--- config.mk ---
export PLATFORM = sky130hd
export DESIGN_NAME = dual_analog_out_param_diag
export DESIGN_NICKNAME = d
export VERILOG_FILES = /design/src/dual_ao_pkg.sv /design/src/dual_analog_out_param_diag.sv /design/src/us_ticker.sv /design/src/range_scaler.sv
export VERILOG_INCLUDE_DIRS = /design/src
export SDC_FILE = /design/constraint.sdc
export NUM_CORES = 1
export LEC_CHECK = 0
export BUFFER_PORTS_ARGS = -buffer_cell sky130_fd_sc_hd__clkbuf_2
export CORE_MARGIN = 3
export CORE_UTILIZATION = 50
export DETAILED_ROUTE_END_ITERATION = 10
export PLACE_DENSITY_LB_ADDON = 0.15
export SYNTH_ARGS = -nofsm -noshare
export SYNTH_HDL_FRONTEND = slang
export SYNTH_SLANG_ARGS = --single-unit
--- constraint.sdc ---
create_clock -name core_clk_in -period 14 [get_ports core_clk_in]
set_input_delay 2.8 -clock core_clk_in [delete_from_list [all_inputs] [get_ports core_clk_in]]
set_output_delay 2.8 -clock core_clk_in [all_outputs]
set_load 0.05 [all_outputs]
--- src/dual_ao_regs.svh ---
// Byte indices, reset values, range codes and timing counts of the parameter/diagnostic bank
`ifndef DUAL_AO_REGS_SVH
`define DUAL_AO_REGS_SVH

// Parameter record byte indices
`define PIDX_RESERVED     2'h0
`define PIDX_SHORT_EN     2'h1
`define PIDX_CH0_RANGE    2'h2
`define PIDX_CH1_RANGE    2'h3

// Diagnostic record byte indices
`define DIDX_GENERAL      5'h00
`define DIDX_MODCLASS     5'h01
`define DIDX_RESERVED     5'h02
`define DIDX_INTERNAL     5'h03
`define DIDX_CHKIND       5'h04
`define DIDX_BITS         5'h05
`define DIDX_COUNT        5'h06
`define DIDX_GROUP        5'h07
`define DIDX_CH0          5'h08
`define DIDX_CH1          5'h09
`define DIDX_TS0          5'h10
`define DIDX_TS1          5'h11
`define DIDX_TS2          5'h12
`define DIDX_TS3          5'h13

// Reset and constant values
`define RST_SHORT_EN      8'h00
`define RST_RANGE         8'h12
`define SHORT_EN_MASK     8'h03
`define MODCLASS_VAL      8'h15
`define CHKIND_VAL        8'h73
`define BITS_VAL          8'h08
`define COUNT_VAL         8'h02

// Range selection codes
`define RANGE_BI_N27      8'h12
`define RANGE_BI_N16      8'h22
`define RANGE_UNI_N27     8'h10
`define RANGE_UNI_N16     8'h20
`define RANGE_OFF         8'hff

// Code limits per format
`define N27_OVER          16'h7eff
`define N27_UNDER         16'h8100
`define N16_OVER          16'h5000
`define N16_UNDER         16'hb000

// Q14 gains to a 16-bit DAC spanning +-12.5 V, offset binary
`define SCALE_N27         16'h3caf
`define SCALE_N16         16'h6666
`define DAC_MIDSCALE      16'h8000
`define DAC_POS_MAX       18'sh0_7fff
`define DAC_NEG_MIN       18'sh3_8000

// Microsecond ticker timing
`define US_TIME_NS        1000
`define CLK_PERIOD_NS     25
`define TICKS_PER_US      ((`US_TIME_NS) / (`CLK_PERIOD_NS))

`endif

--- src/dual_ao_pkg.sv ---
// Types shared by the parameter/diagnostic bank
package dual_ao_pkg;

	// Parameter byte write from the coupler
	typedef struct packed {
		logic       valid;
		logic [1:0] idx;
		logic [7:0] data;
	} param_wr_s;

	// Record read request: space 0 parameters, 1 diagnostics
	typedef struct packed {
		logic       valid;
		logic       space;
		logic [4:0] idx;
	} rd_req_s;

	// First diagnostic byte
	typedef struct packed {
		logic       param_err;
		logic [1:0] rsv;
		logic       aux_missing;
		logic       channel;
		logic       external;
		logic       internal;
		logic       module_fail;
	} general_flags_s;

	// Fourth diagnostic byte
	typedef struct packed {
		logic [2:0] rsv_hi;
		logic       comm_err;
		logic       buf_ovf;
		logic [2:0] rsv_lo;
	} internal_flags_s;

	// Per-channel error byte
	typedef struct packed {
		logic [3:0] rsv_hi;
		logic       short_gnd;
		logic [1:0] rsv_lo;
		logic       cfg_err;
	} chan_fault_s;

	// Decoded range format
	typedef enum logic [2:0] {
		FMT_OFF,
		FMT_BI_N27,
		FMT_BI_N16,
		FMT_UNI_N27,
		FMT_UNI_N16,
		FMT_BAD
	} range_fmt_e;

endpackage

--- src/dual_analog_out_param_diag.sv ---
// Parameter and diagnostic record bank of a two-channel voltage output module
//
// How it works
// - Short-detect enable byte, bits 0/1, reset zero
// - Channel range code resets to 12h
// - Range code FFh switches channel off
// - Code 12h: bipolar, 27648 full, clamp 7EFF/8100
// - Code 22h: bipolar, 16384 full, clamp 5000/B000
// - Code 10h: unipolar 27648 scale, negatives give 0V
// - Code 20h: unipolar 16384 scale, negatives give 0V
// - No interrupt; errors light group LED, channel faults channel LED, recorded
// - Report config errors; shorts only when enabled
// - General byte: fail,int,ext,chan,aux,param bits
// - Module class byte reads constant 15h
// - Internal byte: buffer overflow bit3, comm bit4
// - Constants 73h, 08h, 02h in record
// - Group byte bit per faulty channel
// - Channel byte: cfg bit0, short bit3, rest zero
// - Timestamp captured when diagnostic event recorded
// - 32-bit microsecond ticker from zero, wrapping
`timescale 1ns/1ps
`include "dual_ao_regs.svh"
module dual_analog_out_param_diag import dual_ao_pkg::*; (
	input  wire logic               core_clk_in,
	input  wire logic               sys_rst_in,
	input  wire param_wr_s          param_wr_in,
	input  wire rd_req_s            rd_req_in,
	input  wire logic [1:0][15:0]   out_value_in,
	input  wire logic [1:0]         short_pin_in,
	input  wire logic               aux_missing_pin_in,
	input  wire logic               module_fail_in,
	input  wire logic               internal_err_in,
	input  wire logic               diag_overflow_in,
	input  wire logic               comm_err_in,
	output logic [7:0]              rd_data_out,
	output logic                    rd_valid_out,
	output logic [1:0][15:0]        dac_code_out,
	output logic [1:0]              chan_enable_out,
	output logic [1:0]              chan_led_out,
	output logic                    group_led_out
);
	// Parameter registers
	logic [7:0]       short_detect_enable_ff;
	logic [1:0][7:0]  chan_range_code_ff;

	// Pin synchronisers
	logic [1:0]       short_meta_ff;
	logic [1:0]       short_sync_ff;
	logic             aux_meta_ff;
	logic             aux_sync_ff;

	// Diagnostic record state
	general_flags_s   diag_general_flags_ff;
	general_flags_s   nxt_general;
	internal_flags_s  diag_internal_flags_ff;
	internal_flags_s  nxt_internal;
	chan_fault_s [1:0] chan_fault_flags_ff;
	chan_fault_s [1:0] nxt_chan_fault;
	logic [7:0]       channel_group_errors_ff;
	logic [7:0]       nxt_group;
	logic [31:0]      diag_timestamp_us_ff;
	logic             record_change;

	// Read port
	logic [7:0]       nxt_rd_data;
	logic [7:0]       rd_data_ff;
	logic             rd_valid_ff;
	logic [1:0]       led_ff;
	logic             group_led_ff;

	// Sub-block results
	logic [31:0]      ticks_us;
	logic [1:0]       chan_active;
	logic [1:0]       chan_cfg_err;

	// Parameter writes; the reserved byte keeps no state
	always_ff @(posedge core_clk_in) begin
		if (sys_rst_in) begin
			short_detect_enable_ff <= `RST_SHORT_EN;
		end else if (param_wr_in.valid && param_wr_in.idx == `PIDX_SHORT_EN) begin
			short_detect_enable_ff <= param_wr_in.data & `SHORT_EN_MASK;
		end
	end

	// Range codes, stored as written so bad codes stay visible
	always_ff @(posedge core_clk_in) begin
		if (sys_rst_in) begin
			chan_range_code_ff[0] <= `RST_RANGE;
			chan_range_code_ff[1] <= `RST_RANGE;
		end else if (param_wr_in.valid) begin
			if (param_wr_in.idx == `PIDX_CH0_RANGE) chan_range_code_ff[0] <= param_wr_in.data;
			if (param_wr_in.idx == `PIDX_CH1_RANGE) chan_range_code_ff[1] <= param_wr_in.data;
		end
	end

	// Short comparators and aux sense are asynchronous pins
	always_ff @(posedge core_clk_in) begin
		if (sys_rst_in) begin
			short_meta_ff <= 2'h0;
			short_sync_ff <= 2'h0;
			aux_meta_ff   <= 1'b0;
			aux_sync_ff   <= 1'b0;
		end else begin
			short_meta_ff <= short_pin_in;
			short_sync_ff <= short_meta_ff;
			aux_meta_ff   <= aux_missing_pin_in;
			aux_sync_ff   <= aux_meta_ff;
		end
	end

	// One scaler per channel
	generate
		for (genvar ch = 0; ch < 2; ch++) begin : g_chan
			range_scaler u_scaler (
				.core_clk_in   (core_clk_in),
				.sys_rst_in    (sys_rst_in),
				.range_code_in (chan_range_code_ff[ch]),
				.value_in      (out_value_in[ch]),
				.dac_code_out  (dac_code_out[ch]),
				.active_out    (chan_active[ch]),
				.cfg_err_out   (chan_cfg_err[ch])
			);
		end
	endgenerate

	assign chan_enable_out = chan_active;

	us_ticker u_ticker (
		.core_clk_in  (core_clk_in),
		.sys_rst_in   (sys_rst_in),
		.ticks_us_out (ticks_us)
	);

	// Per-channel faults; a short on a disabled channel stays silent
	always_comb begin
		for (int ch = 0; ch < 2; ch++) begin
			nxt_chan_fault[ch]           = '0;
			nxt_chan_fault[ch].cfg_err   = chan_cfg_err[ch];
			nxt_chan_fault[ch].short_gnd = short_sync_ff[ch] &
			                               short_detect_enable_ble(ch);
		end
	end

	// Enable bit lookup for one channel
	function automatic logic short_detect_enable_ble(input int ch);
		short_detect_enable_ble = short_detect_enable_ff[ch];
	endfunction

	// Summaries track the live faults and drop when they go
	always_comb begin
		nxt_group    = 8'h00;
		nxt_group[0] = |nxt_chan_fault[0];
		nxt_group[1] = |nxt_chan_fault[1];
		nxt_general             = '0;
		nxt_general.module_fail = module_fail_in;
		nxt_general.internal    = internal_err_in | diag_overflow_in | comm_err_in;
		nxt_general.external    = nxt_chan_fault[0].short_gnd |
		                          nxt_chan_fault[1].short_gnd | aux_sync_ff;
		nxt_general.channel     = |nxt_group;
		nxt_general.aux_missing = aux_sync_ff;
		nxt_general.param_err   = |chan_cfg_err;
		nxt_internal            = '0;
		nxt_internal.buf_ovf    = diag_overflow_in;
		nxt_internal.comm_err   = comm_err_in;
	end

	// A new record is any change of the live error bytes
	assign record_change = (nxt_general != diag_general_flags_ff) ||
	                       (nxt_internal != diag_internal_flags_ff) ||
	                       (nxt_chan_fault != chan_fault_flags_ff);

	// Diagnostic record update; no interrupt is ever raised
	always_ff @(posedge core_clk_in) begin
		if (sys_rst_in) begin
			diag_general_flags_ff   <= '0;
			diag_internal_flags_ff  <= '0;
			chan_fault_flags_ff     <= '0;
			channel_group_errors_ff <= 8'h00;
		end else begin
			diag_general_flags_ff   <= nxt_general;
			diag_internal_flags_ff  <= nxt_internal;
			chan_fault_flags_ff     <= nxt_chan_fault;
			channel_group_errors_ff <= nxt_group;
		end
	end

	// Timestamp of the latest record change
	always_ff @(posedge core_clk_in) begin
		if (sys_rst_in) begin
			diag_timestamp_us_ff <= 32'h0000_0000;
		end else if (record_change) begin
			diag_timestamp_us_ff <= ticks_us;
		end
	end

	// Channel LEDs follow the recorded channel bytes, group LED the general byte
	always_ff @(posedge core_clk_in) begin
		if (sys_rst_in) begin
			led_ff       <= 2'h0;
			group_led_ff <= 1'b0;
		end else begin
			led_ff[0]    <= |nxt_chan_fault[0];
			led_ff[1]    <= |nxt_chan_fault[1];
			group_led_ff <= |nxt_general;
		end
	end

	assign chan_led_out  = led_ff;
	assign group_led_out = group_led_ff;

	// Read mux; unused channel bytes and holes read zero
	always_comb begin
		nxt_rd_data = 8'h00;
		if (!rd_req_in.space) begin
			case (rd_req_in.idx)
				{3'h0, `PIDX_SHORT_EN}:  nxt_rd_data = short_detect_enable_ff;
				{3'h0, `PIDX_CH0_RANGE}: nxt_rd_data = chan_range_code_ff[0];
				{3'h0, `PIDX_CH1_RANGE}: nxt_rd_data = chan_range_code_ff[1];
				default:                 nxt_rd_data = 8'h00;
			endcase
		end else begin
			case (rd_req_in.idx)
				`DIDX_GENERAL:  nxt_rd_data = diag_general_flags_ff;
				`DIDX_MODCLASS: nxt_rd_data = `MODCLASS_VAL;
				`DIDX_INTERNAL: nxt_rd_data = diag_internal_flags_ff;
				`DIDX_CHKIND:   nxt_rd_data = `CHKIND_VAL;
				`DIDX_BITS:     nxt_rd_data = `BITS_VAL;
				`DIDX_COUNT:    nxt_rd_data = `COUNT_VAL;
				`DIDX_GROUP:    nxt_rd_data = channel_group_errors_ff;
				`DIDX_CH0:      nxt_rd_data = chan_fault_flags_ff[0];
				`DIDX_CH1:      nxt_rd_data = chan_fault_flags_ff[1];
				`DIDX_TS0:      nxt_rd_data = diag_timestamp_us_ff[7:0];
				`DIDX_TS1:      nxt_rd_data = diag_timestamp_us_ff[15:8];
				`DIDX_TS2:      nxt_rd_data = diag_timestamp_us_ff[23:16];
				`DIDX_TS3:      nxt_rd_data = diag_timestamp_us_ff[31:24];
				default:        nxt_rd_data = 8'h00;
			endcase
		end
	end

	// Read answer one cycle after the request
	always_ff @(posedge core_clk_in) begin
		if (sys_rst_in) begin
			rd_data_ff  <= 8'h00;
			rd_valid_ff <= 1'b0;
		end else begin
			rd_data_ff  <= rd_req_in.valid ? nxt_rd_data : 8'h00;
			rd_valid_ff <= rd_req_in.valid;
		end
	end

	assign rd_data_out  = rd_data_ff;
	assign rd_valid_out = rd_valid_ff;
endmodule // dual_analog_out_param_diag

--- src/us_ticker.sv ---
// Free-running 32-bit microsecond ticker
`timescale 1ns/1ps
`include "dual_ao_regs.svh"
module us_ticker import dual_ao_pkg::*; (
	input  wire logic        core_clk_in,
	input  wire logic        sys_rst_in,
	output logic [31:0]      ticks_us_out
);
	localparam logic [5:0] PRE_LAST = 6'(`TICKS_PER_US - 1);

	logic [5:0]  pre_ff;
	logic [31:0] count_ff;

	// Prescaler divides the core clock down to 1 us
	always_ff @(posedge core_clk_in) begin
		if (sys_rst_in || pre_ff == PRE_LAST) begin
			pre_ff <= 6'h00;
		end else begin
			pre_ff <= pre_ff + 6'h01;
		end
	end

	// Counts from zero, wraps naturally past all ones
	always_ff @(posedge core_clk_in) begin
		if (sys_rst_in) begin
			count_ff <= 32'h0000_0000;
		end else if (pre_ff == PRE_LAST) begin
			count_ff <= count_ff + 32'h0000_0001;
		end
	end

	assign ticks_us_out = count_ff;
endmodule // us_ticker

--- src/range_scaler.sv ---
// Per-channel range decode, clamping and scaling to the DAC code
`timescale 1ns/1ps
`include "dual_ao_regs.svh"
module range_scaler import dual_ao_pkg::*; (
	input  wire logic               core_clk_in,
	input  wire logic               sys_rst_in,
	input  wire logic [7:0]         range_code_in,
	input  wire logic signed [15:0] value_in,
	output logic [15:0]             dac_code_out,
	output logic                    active_out,
	output logic                    cfg_err_out
);
	range_fmt_e         fmt;
	logic signed [15:0] clamped;
	logic signed [15:0] gain;
	logic signed [31:0] prod;
	logic signed [17:0] scaled;
	logic [15:0]        sat;

	// Range code decode; unknown codes fall to FMT_BAD
	always_comb begin
		case (range_code_in)
			`RANGE_BI_N27:  fmt = FMT_BI_N27;
			`RANGE_BI_N16:  fmt = FMT_BI_N16;
			`RANGE_UNI_N27: fmt = FMT_UNI_N27;
			`RANGE_UNI_N16: fmt = FMT_UNI_N16;
			`RANGE_OFF:    fmt = FMT_OFF;
			default:       fmt = FMT_BAD;
		endcase
	end

	// Clamp to the over/underrange ends of each format
	always_comb begin
		clamped = value_in;
		gain    = $signed(`SCALE_N27);
		case (fmt)
			FMT_BI_N27, FMT_UNI_N27: begin
				if (value_in > $signed(`N27_OVER)) clamped = $signed(`N27_OVER);
				if (fmt == FMT_BI_N27 && value_in < $signed(`N27_UNDER)) begin
					clamped = $signed(`N27_UNDER);
				end
			end
			FMT_BI_N16, FMT_UNI_N16: begin
				gain = $signed(`SCALE_N16);
				if (value_in > $signed(`N16_OVER)) clamped = $signed(`N16_OVER);
				if (fmt == FMT_BI_N16 && value_in < $signed(`N16_UNDER)) begin
					clamped = $signed(`N16_UNDER);
				end
			end
			default: clamped = 16'sh0000;
		endcase
		// Unipolar formats have no underrange, negative codes give 0 V
		if ((fmt == FMT_UNI_N27 || fmt == FMT_UNI_N16) && value_in < 0) begin
			clamped = 16'sh0000;
		end
	end

	// Q14 gain; +20480 in the 16384 format nears the DAC top, so saturate
	assign prod   = clamped * gain;
	assign scaled = prod[31:14];
	assign sat    = (scaled > `DAC_POS_MAX) ? 16'h7fff :
	                (scaled < `DAC_NEG_MIN) ? 16'h8000 : scaled[15:0];

	// Registered DAC code; off or bad channels park at midscale
	always_ff @(posedge core_clk_in) begin
		if (sys_rst_in) begin
			dac_code_out <= `DAC_MIDSCALE;
			active_out   <= 1'b0;
			cfg_err_out  <= 1'b0;
		end else begin
			dac_code_out <= (fmt == FMT_OFF || fmt == FMT_BAD) ?
			                `DAC_MIDSCALE : (sat ^ `DAC_MIDSCALE);
			active_out   <= (fmt != FMT_OFF) && (fmt != FMT_BAD);
			cfg_err_out  <= (fmt == FMT_BAD);
		end
	end
endmodule // range_scaler

==> impl_metrics.ini, run 1 <==
[status]
status = finished, final reports clean

[yosys]
synth_most_common_cell = inv_1
synth-seq-area-share_pct = 14.1
avgSynthCellArea_um2 = 8.88
synthArstFlopShare_pct = 0
syn_inst = 2455
ys_top_cells_by_area = fa_1, dfxtp_1, inv_1, ha_1, nor2_1
netlist_area_um2 = 21800
synth_cell_types = 86
synthTopCellsByCount = inv_1, fa_1, nor2_1, ha_1, dfxtp_1
synth_top_area_share_pct = 34.5
synthFlopType = dfxtp_1
synth_top_cell_by_area = fa_1
yosysWarnings = 0
synth-edff-count = 0
synth_seq_cells = 154

[layout]
nFillCells = 3987
register_area_um2 = 3080
area_growth_pct = 7.84
drive_gt1_share_pct = 7.56
nets = 3143
multi_input_area_um2 = 16200

[setup_path]
slowest_stage = a2111oi_0
crit_type = in2reg
r2r-start = chan_range_code_ff[8]$_SDFFE_PP0P_
cp_slowest_stage_delay_ps = 910
critPathLaunch = out_value_in[25]
path_common_cell = fa_1
crit_arrival_ps = 12530
path_buf_inv = 6
crit_cells = 30
rrSetupSlack_ps = 3670
required_ps = 14380
critical_path.endpoint = g_chan[1].u_scaler.dac_code_out[3]$_SDFF_PP0_
r2r_cells = 28
end_kind = register
crit_family = adder cells
r2r-end = g_chan[1].u_scaler.dac_code_out[3]$_SDFF_PP0_
start_kind = input port
critPathMaxFanout = 14

[floorplanning]
io_pins = 105
rows = 75
coreArea_um2 = 42500
initial_core_util_pct = 51.3
fp.dieArea_um2 = 46100
die_h_um = 215
die_width_um = 215

[cts]
root_buffer = clkbuf_16
path_clk_slew_ps = 70
clock_path_buffers = 2
cts_sinks = 154
clkLatencyLatePin_ps = 440
tritoncts = built
cts-htree-levels = 4
cts_resized = 0
post_cts_buffers = 0
hold_buffers = 0
cts_buffers = 17

[global_routing]
top_usage_layer = met2
grt_use_met3_pct = 5.27
grt_max_degree = 71
first_global_vias = 17700
antenna_found_initial = 4
overflow = 0
use_met2_pct = 40.6
grt_util_met1_pct = 35.0
grt_pass1_wl_um = 93000
grt_usage_pct = 25.3

[drt]
wl_per_cell_um = 17.9
vias = 16700
drt_iter0_markers = 1092
ant_nets = 0
drc = 0
wl_um = 56000
viasPerCell = 5.33
dr.pass1.iters = 5

[timing]
rsz0062_at_grt = no
hold_viol = 0
fmaxAchievable_mhz = 82.3
setup_viol = 0
relSlewSlack_pct = 15.7
timing.setup.tns_ps = 0
min_period_ps = 12150
slew_violations = 0
worstMarginPinSlew_ps = 1250
fin_crit_sh_pct = 86.8
finalClockSkew_ps = 8.16

[placement]
port_buffers = 104
routabilityCongestion = 1.03
post-dp-hpwl_um = 47900

[worst_hold_path]
hp-class = reg2reg

[job]
cap_violations = 0
-- metrics by stage --
stage / cells / util, % / cell area, µm² / worst slack [ps] / hold WS (ps)
2_1_floorplan: 2481 / - / 21900 / 3410 / 411
3_3_place_gp: 3098 / 53.9 / 22900 / 1860 / 420
3_5_place_dp: 3098 / 53.9 / 22900 / 1740 / 431
4_1_cts: 3130 / 55.3 / 23500 / 2150 / 440
5_1_grt: 3132 / 55.3 / 23500 / 1430 / 462
6_report: 3132 / 55.3 / 23500 / 1850 / 443
-- how the worst min path moves through the flow --
stage / start / endpoint / slack (ps) / cells after the start
2_1_floorplan: u_ticker.pre_ff[0]$_SDFF_PP0_ / u_ticker.pre_ff[0]$_SDFF_PP0_ / 410 / 1
3_3_place_gp: short_meta_ff[1]$_SDFF_PP0_ / short_sync_ff[1]$_SDFF_PP0_ / 420 / 1
3_5_place_dp: u_ticker.pre_ff[0]$_SDFF_PP0_ / u_ticker.pre_ff[0]$_SDFF_PP0_ / 430 / 1
4_1_cts: u_ticker.pre_ff[0]$_SDFF_PP0_ / u_ticker.pre_ff[0]$_SDFF_PP0_ / 440 / 1
5_1_grt: u_ticker.pre_ff[0]$_SDFF_PP0_ / u_ticker.pre_ff[0]$_SDFF_PP0_ / 460 / 1
6_report: aux_meta_ff$_SDFF_PP0_ / aux_sync_ff$_SDFF_PP0_ / 440 / 1
-- flip-flops by register name, summed over array words and instances (netlist names), 2 cells and up --
signal                        cells
chan_range_code_ff               16
g_chan.u_scaler.cfg_err_out       2
rd_data_out                       8
short_sync_ff                     2
u_ticker.pre_ff                   6
diag_timestamp_us_ff             32
chan_fault_flags_ff               4
g_chan.u_scaler.dac_code_out     32
diag_internal_flags_ff            2
diag_general_flags_ff             6
g_chan.u_scaler.active_out        2
chan_led_out                      2
short_meta_ff                     2
short_detect_enable_ff            2
u_ticker.ticks_us_out            32
-- layout make-up --
cell class	count	share of cell area, %
Clock buffer	20	1.86
Sequential cell	154	13.1
Clock inverter	12	0.676
Timing Repair Buffer	113	2.51
Antenna cell	2	0.0213
Inverter	629	10.0
Multi-Input combinational cell	1625	68.7
Tap cell	577	3.07
-- placed cells by master, fill, tap and decap left out, types with 9 or more instances in the layout --
cell type	count
or3_1	11
and2_1	13
a31oi_1	14
nand3_1	32
buf_4	10
nand4_1	35
clkbuf_2	103
nand2_1	126
conb_1	28
a211oi_1	9
dfxtp_1	154
mux2_2	13
a22oi_1	10
xnor2_1	53
xor2_1	39
o21a_1	17
nand2b_1	9
nor2b_1	15
nor3_1	17
inv_1	629
o211ai_1	12
nor2_1	197
clkbuf_16	17
fa_1	376
o21ai_0	88
mux2i_1	41
ha_1	168
and3_1	21
a21oi_1	98
nand3b_1	9
a21o_1	56
-- cell families after synthesis --
kind of cell,after synthesis,synth area share [%]
buffers and inverters,702,12.2
flip-flops,154,14.1
AO/OA/AOI/OAI,375,11.4
adder cells (fa/ha/maj),544,44.2
other,2,0.0344
XOR/XNOR,93,3.77
AND/OR/NAND/NOR,530,11.6
multiplexers,55,2.66
-- routing by layer --
layer	vias up	part of all wire (%)
li1	7838	-
met1	8210	44
met2	538	46
met3	93	6.7
met4	4	2.7
met5	-	0.030
Power of run 1 is not shown: default switching activity piles up to over one toggle a cycle in this logic, so the estimate is an artifact.
==> run 2, diff against run 1 <==
==> constraint.sdc (replaced) <==
create_clock -name core_clk_in -period 10.2 [get_ports core_clk_in]
set_input_delay 2.04 -clock core_clk_in [delete_from_list [all_inputs] [get_ports core_clk_in]]
set_output_delay 2.04 -clock core_clk_in [all_outputs]
set_load 0.05 [all_outputs]
==> impl_metrics.ini, run 2 (synthesis gave the netlist of run 1 again) <==
[timing]
finalClockSkew_ps = 16.3
setup_viol = 0
rsz0062_at_grt = no
fin_hold_ws_ps = 442
hold_viol = 0
worstMarginPinSlew_ps = 909
fin_crit_sh_pct = 97.0
min_period_ps = 9890
slew_violations = 0
relSlewSlack_pct = 39.2
fmaxAchievable_mhz = 101

[cts]
tritoncts = built
cts_buffers = 17
root_buffer = clkbuf_16
path_clk_slew_ps = 70
cts_sinks = 154
clkLatencyLatePin_ps = 450
cts-htree-levels = 4
clock_path_buffers = 2

[global_routing]
top_usage_layer = met2
grt_usage_pct = 26.1
grt_util_met1_pct = 37.2
antenna_found_initial = 3
overflow = 0
grt_max_degree = 59
grt_use_met3_pct = 5.76
first_global_vias = 17900
use_met2_pct = 40.7
grt_pass1_wl_um = 95100

[drt]
ant_nets = 0
wl_per_cell_um = 18.1
wl_um = 57900
drc = 0
viasPerCell = 5.26
vias = 16900
drt_iter0_markers = 1243
dr.pass1.iters = 5

[placement]
post-dp-hpwl_um = 49700
port_buffers = 104
placed_cell_area_um2 = 23400
routabilityCongestion = 0.963
dp_cells = 3168

[worst_hold_path]
hold_path_depth = 1
hp-class = reg2reg

[setup_path]
critPathMaxFanout = 14
r2r_cells = 26
crit_type = in2reg
required_ps = 10540
path_common_cell = fa_1
crit_arrival_ps = 10230
end_kind = register
cp_slowest_stage_delay_ps = 570
start_kind = input port
slowest_stage = fa_1

[floorplanning]
initial_core_util_pct = 51.3
fp.dieArea_um2 = 46100
die_h_um = 215
io_pins = 105
rows = 75
die_width_um = 215
coreArea_um2 = 42500

[status]
status = finished, final reports clean

[layout]
area_growth_pct = 10.6
multi_input_area_um2 = 16200
final_cell_mix = inv_1, fa_1, nor2_1, ha_1, dfxtp_1
register_area_um2 = 3080
nFillCells = 4045
drive_gt1_share_pct = 10.4
final_common_cell = inv_1
fin_cells = 3204
stdcell_area_um2 = 24100
nets = 3215

[job]
cap_violations = 0
## run 2: cell types whose count changed in the layout (fill, tap and decap cells not counted), sizes merged
cell      before  now
buf           10   82
clkinv         3    7
clkbuf       123  120
clkinvlp       1    0
## run 2: critical path, delay by kind of cell
kind / cells / cell delay (ps)
adder cells (fa/ha/maj): 7 / 3540
buffers and inverters: 5 / 640
AO/OA/AOI/OAI: 10 / 2170
AND/OR/NAND/NOR: 5 / 1840
## run 2: path summary, 6_finish.rpt
check                           slack [ps]                                             to                                from
worst min register to register         440                  u_ticker.pre_ff[0]$_SDFF_PP0_       u_ticker.pre_ff[0]$_SDFF_PP0_
worst max-delay path                   310  g_chan[0].u_scaler.dac_code_out[1]$_SDFF_PP0_                     out_value_in[8]
worst min-delay path                   440                  u_ticker.pre_ff[0]$_SDFF_PP0_       u_ticker.pre_ff[0]$_SDFF_PP0_
worst max register to register        1500  g_chan[0].u_scaler.dac_code_out[1]$_SDFF_PP0_  chan_range_code_ff[0]$_SDFFE_PP0P_
## run 2: final cells by class
| cell class | instances | share of cell area (%) |
|---|---|---|
| Inverter | 629 | 9.79 |
| Antenna cell | 2 | 0.0208 |
| Multi-Input combinational cell | 1625 | 67.1 |
| Clock buffer | 17 | 1.76 |
| Clock inverter | 15 | 0.851 |
| Timing Repair Buffer | 185 | 4.69 |
| Tap cell | 577 | 2.99 |
| Sequential cell | 154 | 12.8 |
## run 2: metrics by stage
stage	TNS [ps]	setup WS [ps]	util (%)
after CTS	0	238	56.6
after global placement	-2820	-202	55.1
final	0	309	56.7
after floorplan	0	366	-
after detailed placement	-3340	-239	55.1
after global routing	0	3.69	56.7
## run 2: routing by layer
layer / part of all wire, % / wire length [µm]
met1: 46 / 26600
met2: 45 / 25900
met3: 6.8 / 3960
met4: 2.4 / 1410
met5: 0.040 / 23
## run 2: what timing repair did
action / in CTS / in global routing
endpoints found under the setup margin: 0 / 30
gates resized for setup: 0 / 9
buffers inserted: 0 / 2
hold buffers: 0 / 0
Power of run 2 is left out for the same reason.
